## config.mk

```make
export PLATFORM = sky130hd
export DESIGN_NAME = cbc_device_flat
export DESIGN_NICKNAME = d
export VERILOG_FILES = /design/src/cbc_pkg.sv /design/src/cbc_link_if.sv /design/src/cbc_device.sv /design/src/flat_wrapper.sv
export VERILOG_INCLUDE_DIRS = /design/src /design/src/src
export SDC_FILE = /design/constraint.sdc
export NUM_CORES = 2
export LEC_CHECK = 0
export BUFFER_PORTS_ARGS = -buffer_cell sky130_fd_sc_hd__buf_2
export CORE_AREA = 8 8 254 305
export CTS_CLUSTER_DIAMETER = 30
export DETAILED_ROUTE_END_ITERATION = 10
export DIE_AREA = 0 0 262 313
export HOLD_SLACK_MARGIN = 0.03
export PLACE_DENSITY = 0.79
export SLEW_MARGIN = 15
export SYNTH_ARGS = -nofsm -noshare
export SYNTH_HDL_FRONTEND = slang
export SYNTH_SLANG_ARGS = --single-unit
```

## constraint.sdc

```tcl
create_clock -name ref_clk -period 4.7 [get_ports ref_clk]
set_clock_uncertainty 0.05 [all_clocks]
set_input_delay 0 -clock ref_clk [delete_from_list [all_inputs] [get_ports ref_clk]]
set_output_delay 0 -clock ref_clk [all_outputs]
set_load 0.03 [all_outputs]
```

## src/cbc_regs.svh

```systemverilog
`ifndef CBC_REGS_SVH
`define CBC_REGS_SVH
// Overview of operation
// (RULE1) Setup bits 1:0 code 01 is manual
// (RULE2) Code 10 is timed, off after duration
// (RULE3) Code 11 is automatic, stepped patterns
// (RULE4) Setup bit 9 turns selected switches on
// (RULE5) Page 3 address 10h command also enables
// (RULE6) Clearing enable or inhibit command stops balancing
// (RULE7) Pattern bit n-1 drives cell n switch
// (RULE8) Pointer picks pattern slot; slot 0 manual/timed
// (RULE9) Automatic mode steps slots 1, 2, 3 onward
// (RULE10) Empty slot restarts automatic sequence at 1
// (RULE11) Duration code sits in time register 13:7
// (RULE12) Code 3 is one minute, 15 five
// (RULE13) Host sets watchdog above duration, all ones
// (RULE14) Automatic mode waits, switches off, between cycles
// (RULE15) Wait code 100 in bits 4:2 is 8 s
// (RULE16) Host computes and loads per-cell balance values
// (RULE17) 28-bit values in register pairs from 20h
// (RULE18) Pause flag stops balancing during measurements
// (RULE19) Host enables balancing only as last step
// (RULE20) Chained frames carry address and CRC
// (RULE21) Automatic mode drops cells whose value is spent

// ==========================================================
// Frame fields
`define CBC_RW_WRITE      1'b1
`define CBC_RW_CMD        1'b0
`define CBC_PAGE_REG      3'b010
`define CBC_PAGE_CMD      3'b011
`define CBC_CMD_ENABLE    6'h10
`define CBC_CMD_INHIBIT   6'h11
// ==========================================================
// Page 2 register addresses
`define CBC_ADDR_SETUP    6'h13
`define CBC_ADDR_PATTERN  6'h14
`define CBC_ADDR_TIME     6'h15
`define CBC_ADDR_DEVSET   6'h19
`define CBC_ADDR_VAL_LO   6'h20
`define CBC_ADDR_VAL_HI   6'h37
// ==========================================================
// Field positions
`define CBC_MODE_MSB      1
`define CBC_MODE_LSB      0
`define CBC_WAIT_MSB      4
`define CBC_WAIT_LSB      2
`define CBC_PTR_MSB       8
`define CBC_PTR_LSB       5
`define CBC_EN_BIT        9
`define CBC_DUR_MSB       13
`define CBC_DUR_LSB       7
`define CBC_PAUSE_BIT     7
`define CBC_SETUP_RST     14'h0000
`define CBC_TIME_RST      14'h0000
`define CBC_SLOT_MANUAL   4'h0
`define CBC_SLOT_FIRST    4'h1
// ==========================================================
// Timing: one duration step is 20 s, wait is two seconds per code
`define CBC_DUR_STEP_S    20
`define CBC_WAIT_STEP_S   2
`define CBC_CLK_HZ        100000000
// ==========================================================
// Host controller register map
`define CBC_H_CMD         4'h0
`define CBC_H_WDATA       4'h1
`define CBC_H_GO          4'h2
`define CBC_H_RDATA       4'h3
`define CBC_H_STATUS      4'h4
`define CBC_H_DEV_LSB     10
`define CBC_H_RW_BIT      9
`define CBC_H_PAGE_LSB    6
`endif
```

## src/cbc_pkg.sv

```systemverilog
package cbc_pkg;
	typedef enum logic [1:0] {
		CBC_MODE_OFF    = 2'h0,
		CBC_MODE_MANUAL = 2'h1,
		CBC_MODE_TIMED  = 2'h2,
		CBC_MODE_AUTO   = 2'h3
	} cbc_mode_t;

	typedef enum logic [3:0] {
		CBC_ST_IDLE = 4'b0001,
		CBC_ST_RUN  = 4'b0010,
		CBC_ST_WAIT = 4'b0100,
		CBC_ST_DONE = 4'b1000
	} cbc_state_t;

	typedef logic [13:0] cbc_word_t;
	typedef logic [11:0] cbc_cells_t;

	// Four-bit check value over a frame: nibble-wise xor fold.
	function automatic logic [3:0] cbc_crc4(input logic [3:0] dev,
		input logic rw, input logic [2:0] page, input logic [5:0] addr,
		input logic [13:0] data);
		logic [27:0] f;
		f = {dev, rw, page, addr, data};
		return f[3:0] ^ f[7:4] ^ f[11:8] ^ f[15:12] ^ f[19:16] ^
			f[23:20] ^ f[27:24];
	endfunction : cbc_crc4
endpackage : cbc_pkg

```

## src/cbc_link_if.sv

```systemverilog
`timescale 1ns/10ps
interface cbc_link_if;
	logic                frm_valid;
	logic                frm_rw;
	logic [2:0]          frm_page;
	logic [5:0]          frm_addr;
	cbc_pkg::cbc_word_t  frm_data;
	logic [3:0]          frm_dev;
	logic [3:0]          frm_crc;
	logic                rsp_valid;
	cbc_pkg::cbc_word_t  rsp_data;

	modport dev (input frm_valid, frm_rw, frm_page, frm_addr, frm_data,
		frm_dev, frm_crc, output rsp_valid, rsp_data);
	modport host (output frm_valid, frm_rw, frm_page, frm_addr, frm_data,
		frm_dev, frm_crc, input rsp_valid, rsp_data);
endinterface : cbc_link_if

```

## src/cbc_device.sv

```systemverilog
`timescale 1ns/10ps
`include "cbc_regs.svh"
module cbc_device #(
	parameter int TICK_CYCLES = `CBC_CLK_HZ // clocks per second
) (
	input  wire logic           ref_clk,      // 100 MHz clock
	input  wire logic           rst_b,        // async reset, low
	cbc_link_if.dev             link,         // frames from host
	input  wire logic           chain_en,     // daisy-chain framing
	input  wire logic [3:0]     my_dev_addr,  // own chain address
	input  wire logic           measure_busy, // cell scan running
	output cbc_pkg::cbc_cells_t bal_sw        // balance switches
);
	import cbc_pkg::*;

	// ==========================================================
	// Frame acceptance
	logic       frm_ok;
	logic       wr_reg;
	logic       rd_reg;
	logic       cmd_en;
	logic       cmd_inh;
	logic [3:0] crc_calc;

	// (RULE20) chained address and CRC
	always_comb begin
		crc_calc = cbc_crc4(link.frm_dev, link.frm_rw, link.frm_page,
			link.frm_addr, link.frm_data);
		frm_ok = link.frm_valid && (!chain_en ||
			(link.frm_dev == my_dev_addr && link.frm_crc == crc_calc));
		wr_reg = frm_ok && link.frm_rw == `CBC_RW_WRITE &&
			link.frm_page == `CBC_PAGE_REG;
		rd_reg = frm_ok && link.frm_rw == `CBC_RW_CMD &&
			link.frm_page == `CBC_PAGE_REG;
		// (RULE5) enable command
		cmd_en = frm_ok && link.frm_rw == `CBC_RW_CMD &&
			link.frm_page == `CBC_PAGE_CMD &&
			link.frm_addr == `CBC_CMD_ENABLE;
		// (RULE6) inhibit command
		cmd_inh = frm_ok && link.frm_rw == `CBC_RW_CMD &&
			link.frm_page == `CBC_PAGE_CMD &&
			link.frm_addr == `CBC_CMD_INHIBIT;
	end

	// ==========================================================
	// Registers
	cbc_word_t  setup_r;
	cbc_word_t  time_r;
	cbc_word_t  devset_r;
	cbc_cells_t pat_r [16];
	logic [27:0] val_r [12];
	cbc_mode_t  mode;
	logic [3:0] ptr;
	logic [2:0] wait_code;
	logic [6:0] dur_code;
	logic       balancing_on;
	logic       pause;
	logic       dec_now;
	cbc_cells_t sw_nxt;
	logic [4:0] vidx;

	assign mode      = cbc_mode_t'(setup_r[`CBC_MODE_MSB:`CBC_MODE_LSB]);
	assign wait_code = setup_r[`CBC_WAIT_MSB:`CBC_WAIT_LSB];
	assign ptr       = setup_r[`CBC_PTR_MSB:`CBC_PTR_LSB];
	assign balancing_on       = setup_r[`CBC_EN_BIT];
	// (RULE11) duration field
	assign dur_code  = time_r[`CBC_DUR_MSB:`CBC_DUR_LSB];
	assign pause     = devset_r[`CBC_PAUSE_BIT];
	assign vidx      = 5'(link.frm_addr - `CBC_ADDR_VAL_LO);

	// Setup register; a plain write wins over the commands in the same cycle,
	// though both cannot arrive in one cycle on this link.
	always_ff @(posedge ref_clk or negedge rst_b) begin
		if (!rst_b) begin
			setup_r <= `CBC_SETUP_RST;
		end else if (wr_reg && link.frm_addr == `CBC_ADDR_SETUP) begin
			// (RULE1) mode, wait, pointer, enable
			setup_r <= link.frm_data;
		end else if (cmd_en) begin
			// (RULE5) set enable bit
			setup_r[`CBC_EN_BIT] <= 1'b1;
		end else if (cmd_inh) begin
			// (RULE6) clear enable bit
			setup_r[`CBC_EN_BIT] <= 1'b0;
		end
	end

	always_ff @(posedge ref_clk or negedge rst_b) begin
		if (!rst_b) begin
			time_r   <= `CBC_TIME_RST;
			devset_r <= `CBC_SETUP_RST;
		end else if (wr_reg) begin
			if (link.frm_addr == `CBC_ADDR_TIME)
				time_r <= link.frm_data;
			if (link.frm_addr == `CBC_ADDR_DEVSET)
				devset_r <= link.frm_data;
		end
	end

	// (RULE8) write targets slot chosen by pointer
	always_ff @(posedge ref_clk or negedge rst_b) begin
		if (!rst_b) begin
			for (int i = 0; i < 16; i++)
				pat_r[i] <= '0;
		end else if (wr_reg && link.frm_addr == `CBC_ADDR_PATTERN) begin
			pat_r[ptr] <= link.frm_data[11:0];
		end
	end

	// (RULE17) value pairs, low half first; a write beats the drain.
	always_ff @(posedge ref_clk or negedge rst_b) begin
		if (!rst_b) begin
			for (int i = 0; i < 12; i++)
				val_r[i] <= '0;
		end else begin
			for (int i = 0; i < 12; i++) begin
				// (RULE21) drain value while cell is on
				if (dec_now && sw_nxt[i] && val_r[i] != '0)
					val_r[i] <= val_r[i] - 28'h0000001;
			end
			if (wr_reg && link.frm_addr >= `CBC_ADDR_VAL_LO &&
				link.frm_addr <= `CBC_ADDR_VAL_HI) begin
				if (vidx[0])
					val_r[vidx[4:1]][27:14] <= link.frm_data;
				else
					val_r[vidx[4:1]][13:0] <= link.frm_data;
			end
		end
	end

	// Read answer one cycle after the frame.
	always_ff @(posedge ref_clk or negedge rst_b) begin
		if (!rst_b) begin
			link.rsp_valid <= 1'b0;
			link.rsp_data  <= '0;
		end else begin
			link.rsp_valid <= rd_reg;
			if (rd_reg) begin
				unique case (link.frm_addr)
					`CBC_ADDR_SETUP:   link.rsp_data <= setup_r;
					`CBC_ADDR_PATTERN: link.rsp_data <= {2'h0, pat_r[ptr]};
					`CBC_ADDR_TIME:    link.rsp_data <= time_r;
					`CBC_ADDR_DEVSET:  link.rsp_data <= devset_r;
					default: begin
						if (link.frm_addr >= `CBC_ADDR_VAL_LO &&
							link.frm_addr <= `CBC_ADDR_VAL_HI)
							link.rsp_data <= vidx[0] ?
								val_r[vidx[4:1]][27:14] :
								val_r[vidx[4:1]][13:0];
						else
							link.rsp_data <= '0;
					end
				endcase
			end
		end
	end

	// ==========================================================
	// One-second tick; the timers count seconds to stay narrow.
	logic [31:0] pre_r;
	logic        tick;
	assign tick = (pre_r == 32'(TICK_CYCLES - 1));
	always_ff @(posedge ref_clk or negedge rst_b) begin
		if (!rst_b)
			pre_r <= '0;
		else if (tick || !balancing_on)
			pre_r <= '0;
		else
			pre_r <= pre_r + 32'h1;
	end

	// ==========================================================
	// Sequencer
	cbc_state_t  st_r;
	logic [12:0] tmr_r;
	logic [3:0]  idx_r;
	logic [3:0]  idx_inc;
	logic [12:0] dur_s;
	logic [12:0] wait_s;

	// (RULE12) 20 s per code step: 3 is 60 s, 15 is 300 s
	assign dur_s  = 13'(dur_code * `CBC_DUR_STEP_S);
	// (RULE15) code 100 gives 8 s
	assign wait_s = 13'(wait_code * `CBC_WAIT_STEP_S);
	assign idx_inc = idx_r + 4'h1;

	always_ff @(posedge ref_clk or negedge rst_b) begin
		if (!rst_b) begin
			st_r  <= CBC_ST_IDLE;
			tmr_r <= '0;
			idx_r <= `CBC_SLOT_FIRST;
		end else if (!balancing_on) begin
			// (RULE6) stop on cleared enable
			st_r <= CBC_ST_IDLE;
		end else begin
			unique case (st_r)
				CBC_ST_IDLE: begin
					// (RULE4) enable starts balancing
					st_r  <= CBC_ST_RUN;
					tmr_r <= dur_s;
					// (RULE9) first cycle uses slot 1
					idx_r <= `CBC_SLOT_FIRST;
				end
				CBC_ST_RUN: begin
					if (tick && mode != CBC_MODE_MANUAL) begin
						if (tmr_r > 13'h1) begin
							tmr_r <= tmr_r - 13'h1;
						end else if (mode == CBC_MODE_AUTO) begin
							// (RULE14) wait between cycles
							st_r  <= CBC_ST_WAIT;
							tmr_r <= wait_s;
						end else begin
							// (RULE2) timed mode ends
							st_r <= CBC_ST_DONE;
						end
					end
				end
				CBC_ST_WAIT: begin
					if (tick) begin
						if (tmr_r > 13'h1) begin
							tmr_r <= tmr_r - 13'h1;
						end else begin
							st_r  <= CBC_ST_RUN;
							tmr_r <= dur_s;
							// (RULE10) empty slot restarts at 1
							if (pat_r[idx_inc] == '0 ||
								idx_inc == `CBC_SLOT_MANUAL)
								idx_r <= `CBC_SLOT_FIRST;
							else
								// (RULE9) step one slot
								idx_r <= idx_inc;
						end
					end
				end
				CBC_ST_DONE: st_r <= CBC_ST_DONE;
			endcase
		end
	end

	// ==========================================================
	// Switch drive
	always_comb begin
		sw_nxt = '0;
		unique case (mode)
			// (RULE1) manual pattern from slot 0
			CBC_MODE_MANUAL: sw_nxt = pat_r[`CBC_SLOT_MANUAL];
			// (RULE2) timed pattern from slot 0
			CBC_MODE_TIMED:  sw_nxt = pat_r[`CBC_SLOT_MANUAL];
			CBC_MODE_AUTO: begin
				// (RULE3) stepped slot, spent cells masked
				for (int i = 0; i < 12; i++)
					sw_nxt[i] = pat_r[idx_r][i] && val_r[i] != '0;
			end
			CBC_MODE_OFF:    sw_nxt = '0;
		endcase
		// (RULE18) pause during measurement
		if (!balancing_on || st_r != CBC_ST_RUN || (pause && measure_busy))
			sw_nxt = '0;
	end
	assign dec_now = tick && mode == CBC_MODE_AUTO;

	// (RULE7) bit n-1 drives cell n
	always_ff @(posedge ref_clk or negedge rst_b) begin
		if (!rst_b)
			bal_sw <= '0;
		else
			bal_sw <= sw_nxt;
	end
endmodule : cbc_device

```

## src/flat_wrapper.sv

```systemverilog
// flat-port wrapper written by rule: the top's interface ports become plain ports
module cbc_device_flat import cbc_pkg::*;
#(
	parameter int TICK_CYCLES = `CBC_CLK_HZ                     
)
  (ref_clk, rst_b, chain_en, my_dev_addr, measure_busy, bal_sw, link_frm_valid, link_frm_rw, link_frm_page, link_frm_addr, link_frm_data, link_frm_dev, link_frm_crc, link_rsp_valid, link_rsp_data);
  cbc_link_if link_i ();
  input  wire logic ref_clk;
  input  wire logic rst_b;
  input  wire logic chain_en;
  input  wire logic [3:0] my_dev_addr;
  input  wire logic measure_busy;
  output cbc_pkg::cbc_cells_t bal_sw;
  input wire logic [$bits(link_i.frm_valid)-1:0] link_frm_valid;
  input wire logic [$bits(link_i.frm_rw)-1:0] link_frm_rw;
  input wire logic [$bits(link_i.frm_page)-1:0] link_frm_page;
  input wire logic [$bits(link_i.frm_addr)-1:0] link_frm_addr;
  input wire logic [$bits(link_i.frm_data)-1:0] link_frm_data;
  input wire logic [$bits(link_i.frm_dev)-1:0] link_frm_dev;
  input wire logic [$bits(link_i.frm_crc)-1:0] link_frm_crc;
  output wire logic [$bits(link_i.rsp_valid)-1:0] link_rsp_valid;
  output wire logic [$bits(link_i.rsp_data)-1:0] link_rsp_data;
  assign link_i.frm_valid = link_frm_valid;
  assign link_i.frm_rw = link_frm_rw;
  assign link_i.frm_page = link_frm_page;
  assign link_i.frm_addr = link_frm_addr;
  assign link_i.frm_data = link_frm_data;
  assign link_i.frm_dev = link_frm_dev;
  assign link_i.frm_crc = link_frm_crc;
  assign link_rsp_valid = link_i.rsp_valid;
  assign link_rsp_data = link_i.rsp_data;
  cbc_device #(.TICK_CYCLES(TICK_CYCLES)) u_core (.ref_clk(ref_clk), .rst_b(rst_b), .link(link_i), .chain_en(chain_en), .my_dev_addr(my_dev_addr), .measure_busy(measure_busy), .bal_sw(bal_sw));
endmodule
```

==> results.md <==
- Fill cells: 5617
- Setup violations, final: 0
- Cells after Synth: 3856
- Pleak: 0.0201 uW
- Grt ovf: 0
- Seq pwr share: 0.342
- EDFF count, synth: 0
- Met2 GRT Util: 0.501
- Synth Area in Compound Gates: 0.0861
- DIE HEIGHT: 313 um
- Met1 usage: 0.407
- Rel. slew slack: 0.166
- TritonCTS buffer count: 133
- Startpoint Class: flip-flop
- First-pass GRT wire length: 208000 um
- WP data required: 5210 ps
- DIE WIDTH: 262 um
- Area share of the largest cell type after synthesis: 0.412
- Yosys reg bits: 650
- Post-DR vias/cell: 6.90
- FFs w/ async S/R, synth: 1.00
- Power Internal: 12800 uW
- Initial core utilization: 0.540
- Sw Ratio: 0.264
- Fin. Hold Viols: 0
- Vias in the first global route: 34100
- YS warnings: 0
- Mux cell area share after synthesis: 0.192
- CORE AREA: 72800 um^2
- Tcrit/Tclk final: 0.869
- Post-Synth Adder-Cell Area: 0.00941
- DRT Wirelength: 137000 um
- Setup Buffers After CTS: 0
- # IOs: 68
- Clk root buf: clkbuf_16
- Iter 0 DRT Violations: 4918
- Clk Latency, worst-skew pair: 750 ps
- Largest stage delay, worst path: 740 ps
- Post_cts resized: 0
- Port Buffers: 67
- FF-to-FF Start: u_core.val_r[175]
- Slew Viols, Final: 0
- Unrepaired setup endpoints after global routing: no
- Max VDD drop: 0.000386 V
- CTS tree: yes
- GR peak layer: met2
- Status: complete, no violations
- Cell Chain, Critical Path: or4_1 > or4b_1 > nor2_1 > nor4b_1 > nor4_2 > buf_4 > nand3b_1 > xor2_1 > a21oi_1
- Post-Syn Nets: 3926
- Netlist cell types: 88
- Ranking of synthesized cells by area: dfrtp_1 (41%), mux4_2 (11%), mux2_2 (6.6%)
- Comb power frac: 0.096
- Worst hold start: link_frm_data[4]
- Wire per inst: 27.6 um
- Most frequent cells in the layout: dfrtp_1 (645), nor2_1 (502), a21oi_1 (339)
- Fin Setup TNS: 0 ps
- Clock share of power: 0.561
- Post-Syn Area: 39400 um^2
- Sequential area share after synthesis: 0.413
- Vias: 34200
- DRC viols: 0
- Synth Area in XOR/XNOR: 0.0830
- Slowest cell on the critical path: nor4b_1
- Per-instance average area after synthesis: 10.2 um^2
- Clk slew on worst S/H paths: 50 ps
- Final hold slack: 92.5 ps
- Critical Path End Type: flip-flop
- Nets: 3977
- Ys flop type: dfrtp_1
- Fmax: 245 MHz
- CTS sink count: 650
- Total global-route track usage: 0.332
- Min-delay worst type: input port to flip-flop
- Final Wtd Congestion: 1.04
- Yosys top cell by area: dfrtp_1
- Dpl hpwl: 91000 um
- Critical path class: flip-flop to flip-flop
- Largest net degree at the start of global routing: 155
- Switching Power: 4590 uW
- Max-cap violations: 0
- Worst Max-Slew Pin Slew: 1240 ps
- ANT nets after route: 0
- CTS Buffer Depth: 3
- Synth Area in Simple Gates: 0.184
- Setup crit start: u_core.val_r[175]
- Layout cells sized above 1: 0.215
- Final min period: 4080 ps
- Die ar.: 82000 um^2
- H-tree depth: 4
- FP Rows: 109
- Syn-to-layout area delta: 15.9%
- Worst EP arrival: 4600 ps
- GR Util met3: 0.0891
- Crit path max fanout: 8
- Commonest non-fill, non-tap cell in the layout: dfrtp_1
- PwrDens: 381 nW/um^2
- TritonRoute pass-1 iters: 7
- Initial antenna violation count: 9
- Largest family of logic cells by synthesized area: multiplexers
cell families (layout without fill, tap and decap cells):
kind of cell               Yosys count  in the layout
and+or+nand+nor                   1429           1429
DFF                                650            650
AOI/OAI and AO/OA                  572            572
muxes                              484            484
xor gates and xnor gates           373            373
buffers and inverters              319            481
adders and majority gates           29             29
other                                0              1
metrics by stage:
stage / util / worst slack [ps] / std cells / cell area [um^2] / power, uW
after floorplan: - / 1340 / 3856 / 39400 / 7000
after global routing: 0.626 / 499 / 4961 / 45600 / 17900
final: 0.626 / 618 / 4962 / 45600 / 17400
after global placement: 0.558 / 845 / 4691 / 40700 / 7600
after detailed placement: 0.559 / 816 / 4691 / 40700 / 7630
after CTS: 0.626 / 737 / 4961 / 45600 / 17400
power groups by stage:
stage	registers (uW)	logic [uW]	clock network, uW
final	5960	1680	9760
after global routing	5970	1800	10100
after CTS	5950	1640	9810
after detailed placement	6030	1600	0
after global placement	6020	1580	0
after floorplan	6030	970	0
per-layer routing:
layer,wire length [um],part of all wire
met1,47300,0.35
met5,36,0.00026
met3,16200,0.12
met2,61300,0.45
met4,12000,0.088
synthesized netlist by cell type, types with 15 or more instances:
library cell and number:
a21oi_1 339, a222oi_1 15, and2_1 20, and3_1 16, buf_1 53, buf_2 26, clkbuf_1 191, dfrtp_1 648
ha_1 28, inv_1 43, mux2_1 21, mux2_2 229, mux2i_1 41, mux4_2 193, nand2_1 194, nand2b_1 30
nand3_1 97, nand4_1 61, nor2_1 502, nor2b_1 21, nor3_1 156, nor4_1 118, nor4b_1 20, o211ai_1 26
o21a_1 27, o21ai_0 64, or3_1 48, or4_1 46, xnor2_1 250, xor2_1 123
critical path: cells and delay by family (launching register included):
kind | cells | cell delay (ps)
AOI/OAI and AO/OA | 1 | 90
buffers and inverters | 1 | 250
and+or+nand+nor | 6 | 2910
DFF | 1 | 410
xor gates and xnor gates | 1 | 200
layout make-up:
type	instances	area, um^2	share of cell area
diodes	1	2.50	0.0000549
clock buffers	174	3760	0.0825
clock inverters	72	896	0.0196
multi-input cells	2887	21900	0.480
flip-flops and latches	650	16300	0.357
well taps	943	1180	0.0259
repair buffers	190	1410	0.0310
inverters	45	169	0.00370
registers in the layout, indices dropped and copies added, names as in the netlist:
name and flops:
u_core.bal_sw 12, u_core.devset_r 14, u_core.idx_r 4, u_core.link.rsp_data 14, u_core.link.rsp_valid 1, u_core.pat_r 192, u_core.pre_r 32, u_core.setup_r 14
u_core.st_r 4, u_core.time_r 14, u_core.tmr_r 13, u_core.val_r 336
path summary, 6_finish.rpt:
check | endpoint | slack, ps | cells past startpoint
min in group asynchronous | u_core.val_r[172] | 480 | 4
setup reg to reg | u_core.val_r[182] | 620 | 9
max in group asynchronous | u_core.val_r[75] | 3310 | 4
hold / removal | u_core.val_r[158] | 90 | 4
hold reg to reg | u_core.link.rsp_data[7] | 440 | 1
setup / recovery | u_core.val_r[182] | 620 | 9
timing repair:
action                     4_1_cts  5_1_grt
hold buffers                    24        0
setup endpoints to repair        0        0
hold endpoints to repair       831        0
Power figures use the tool's default switching activity.
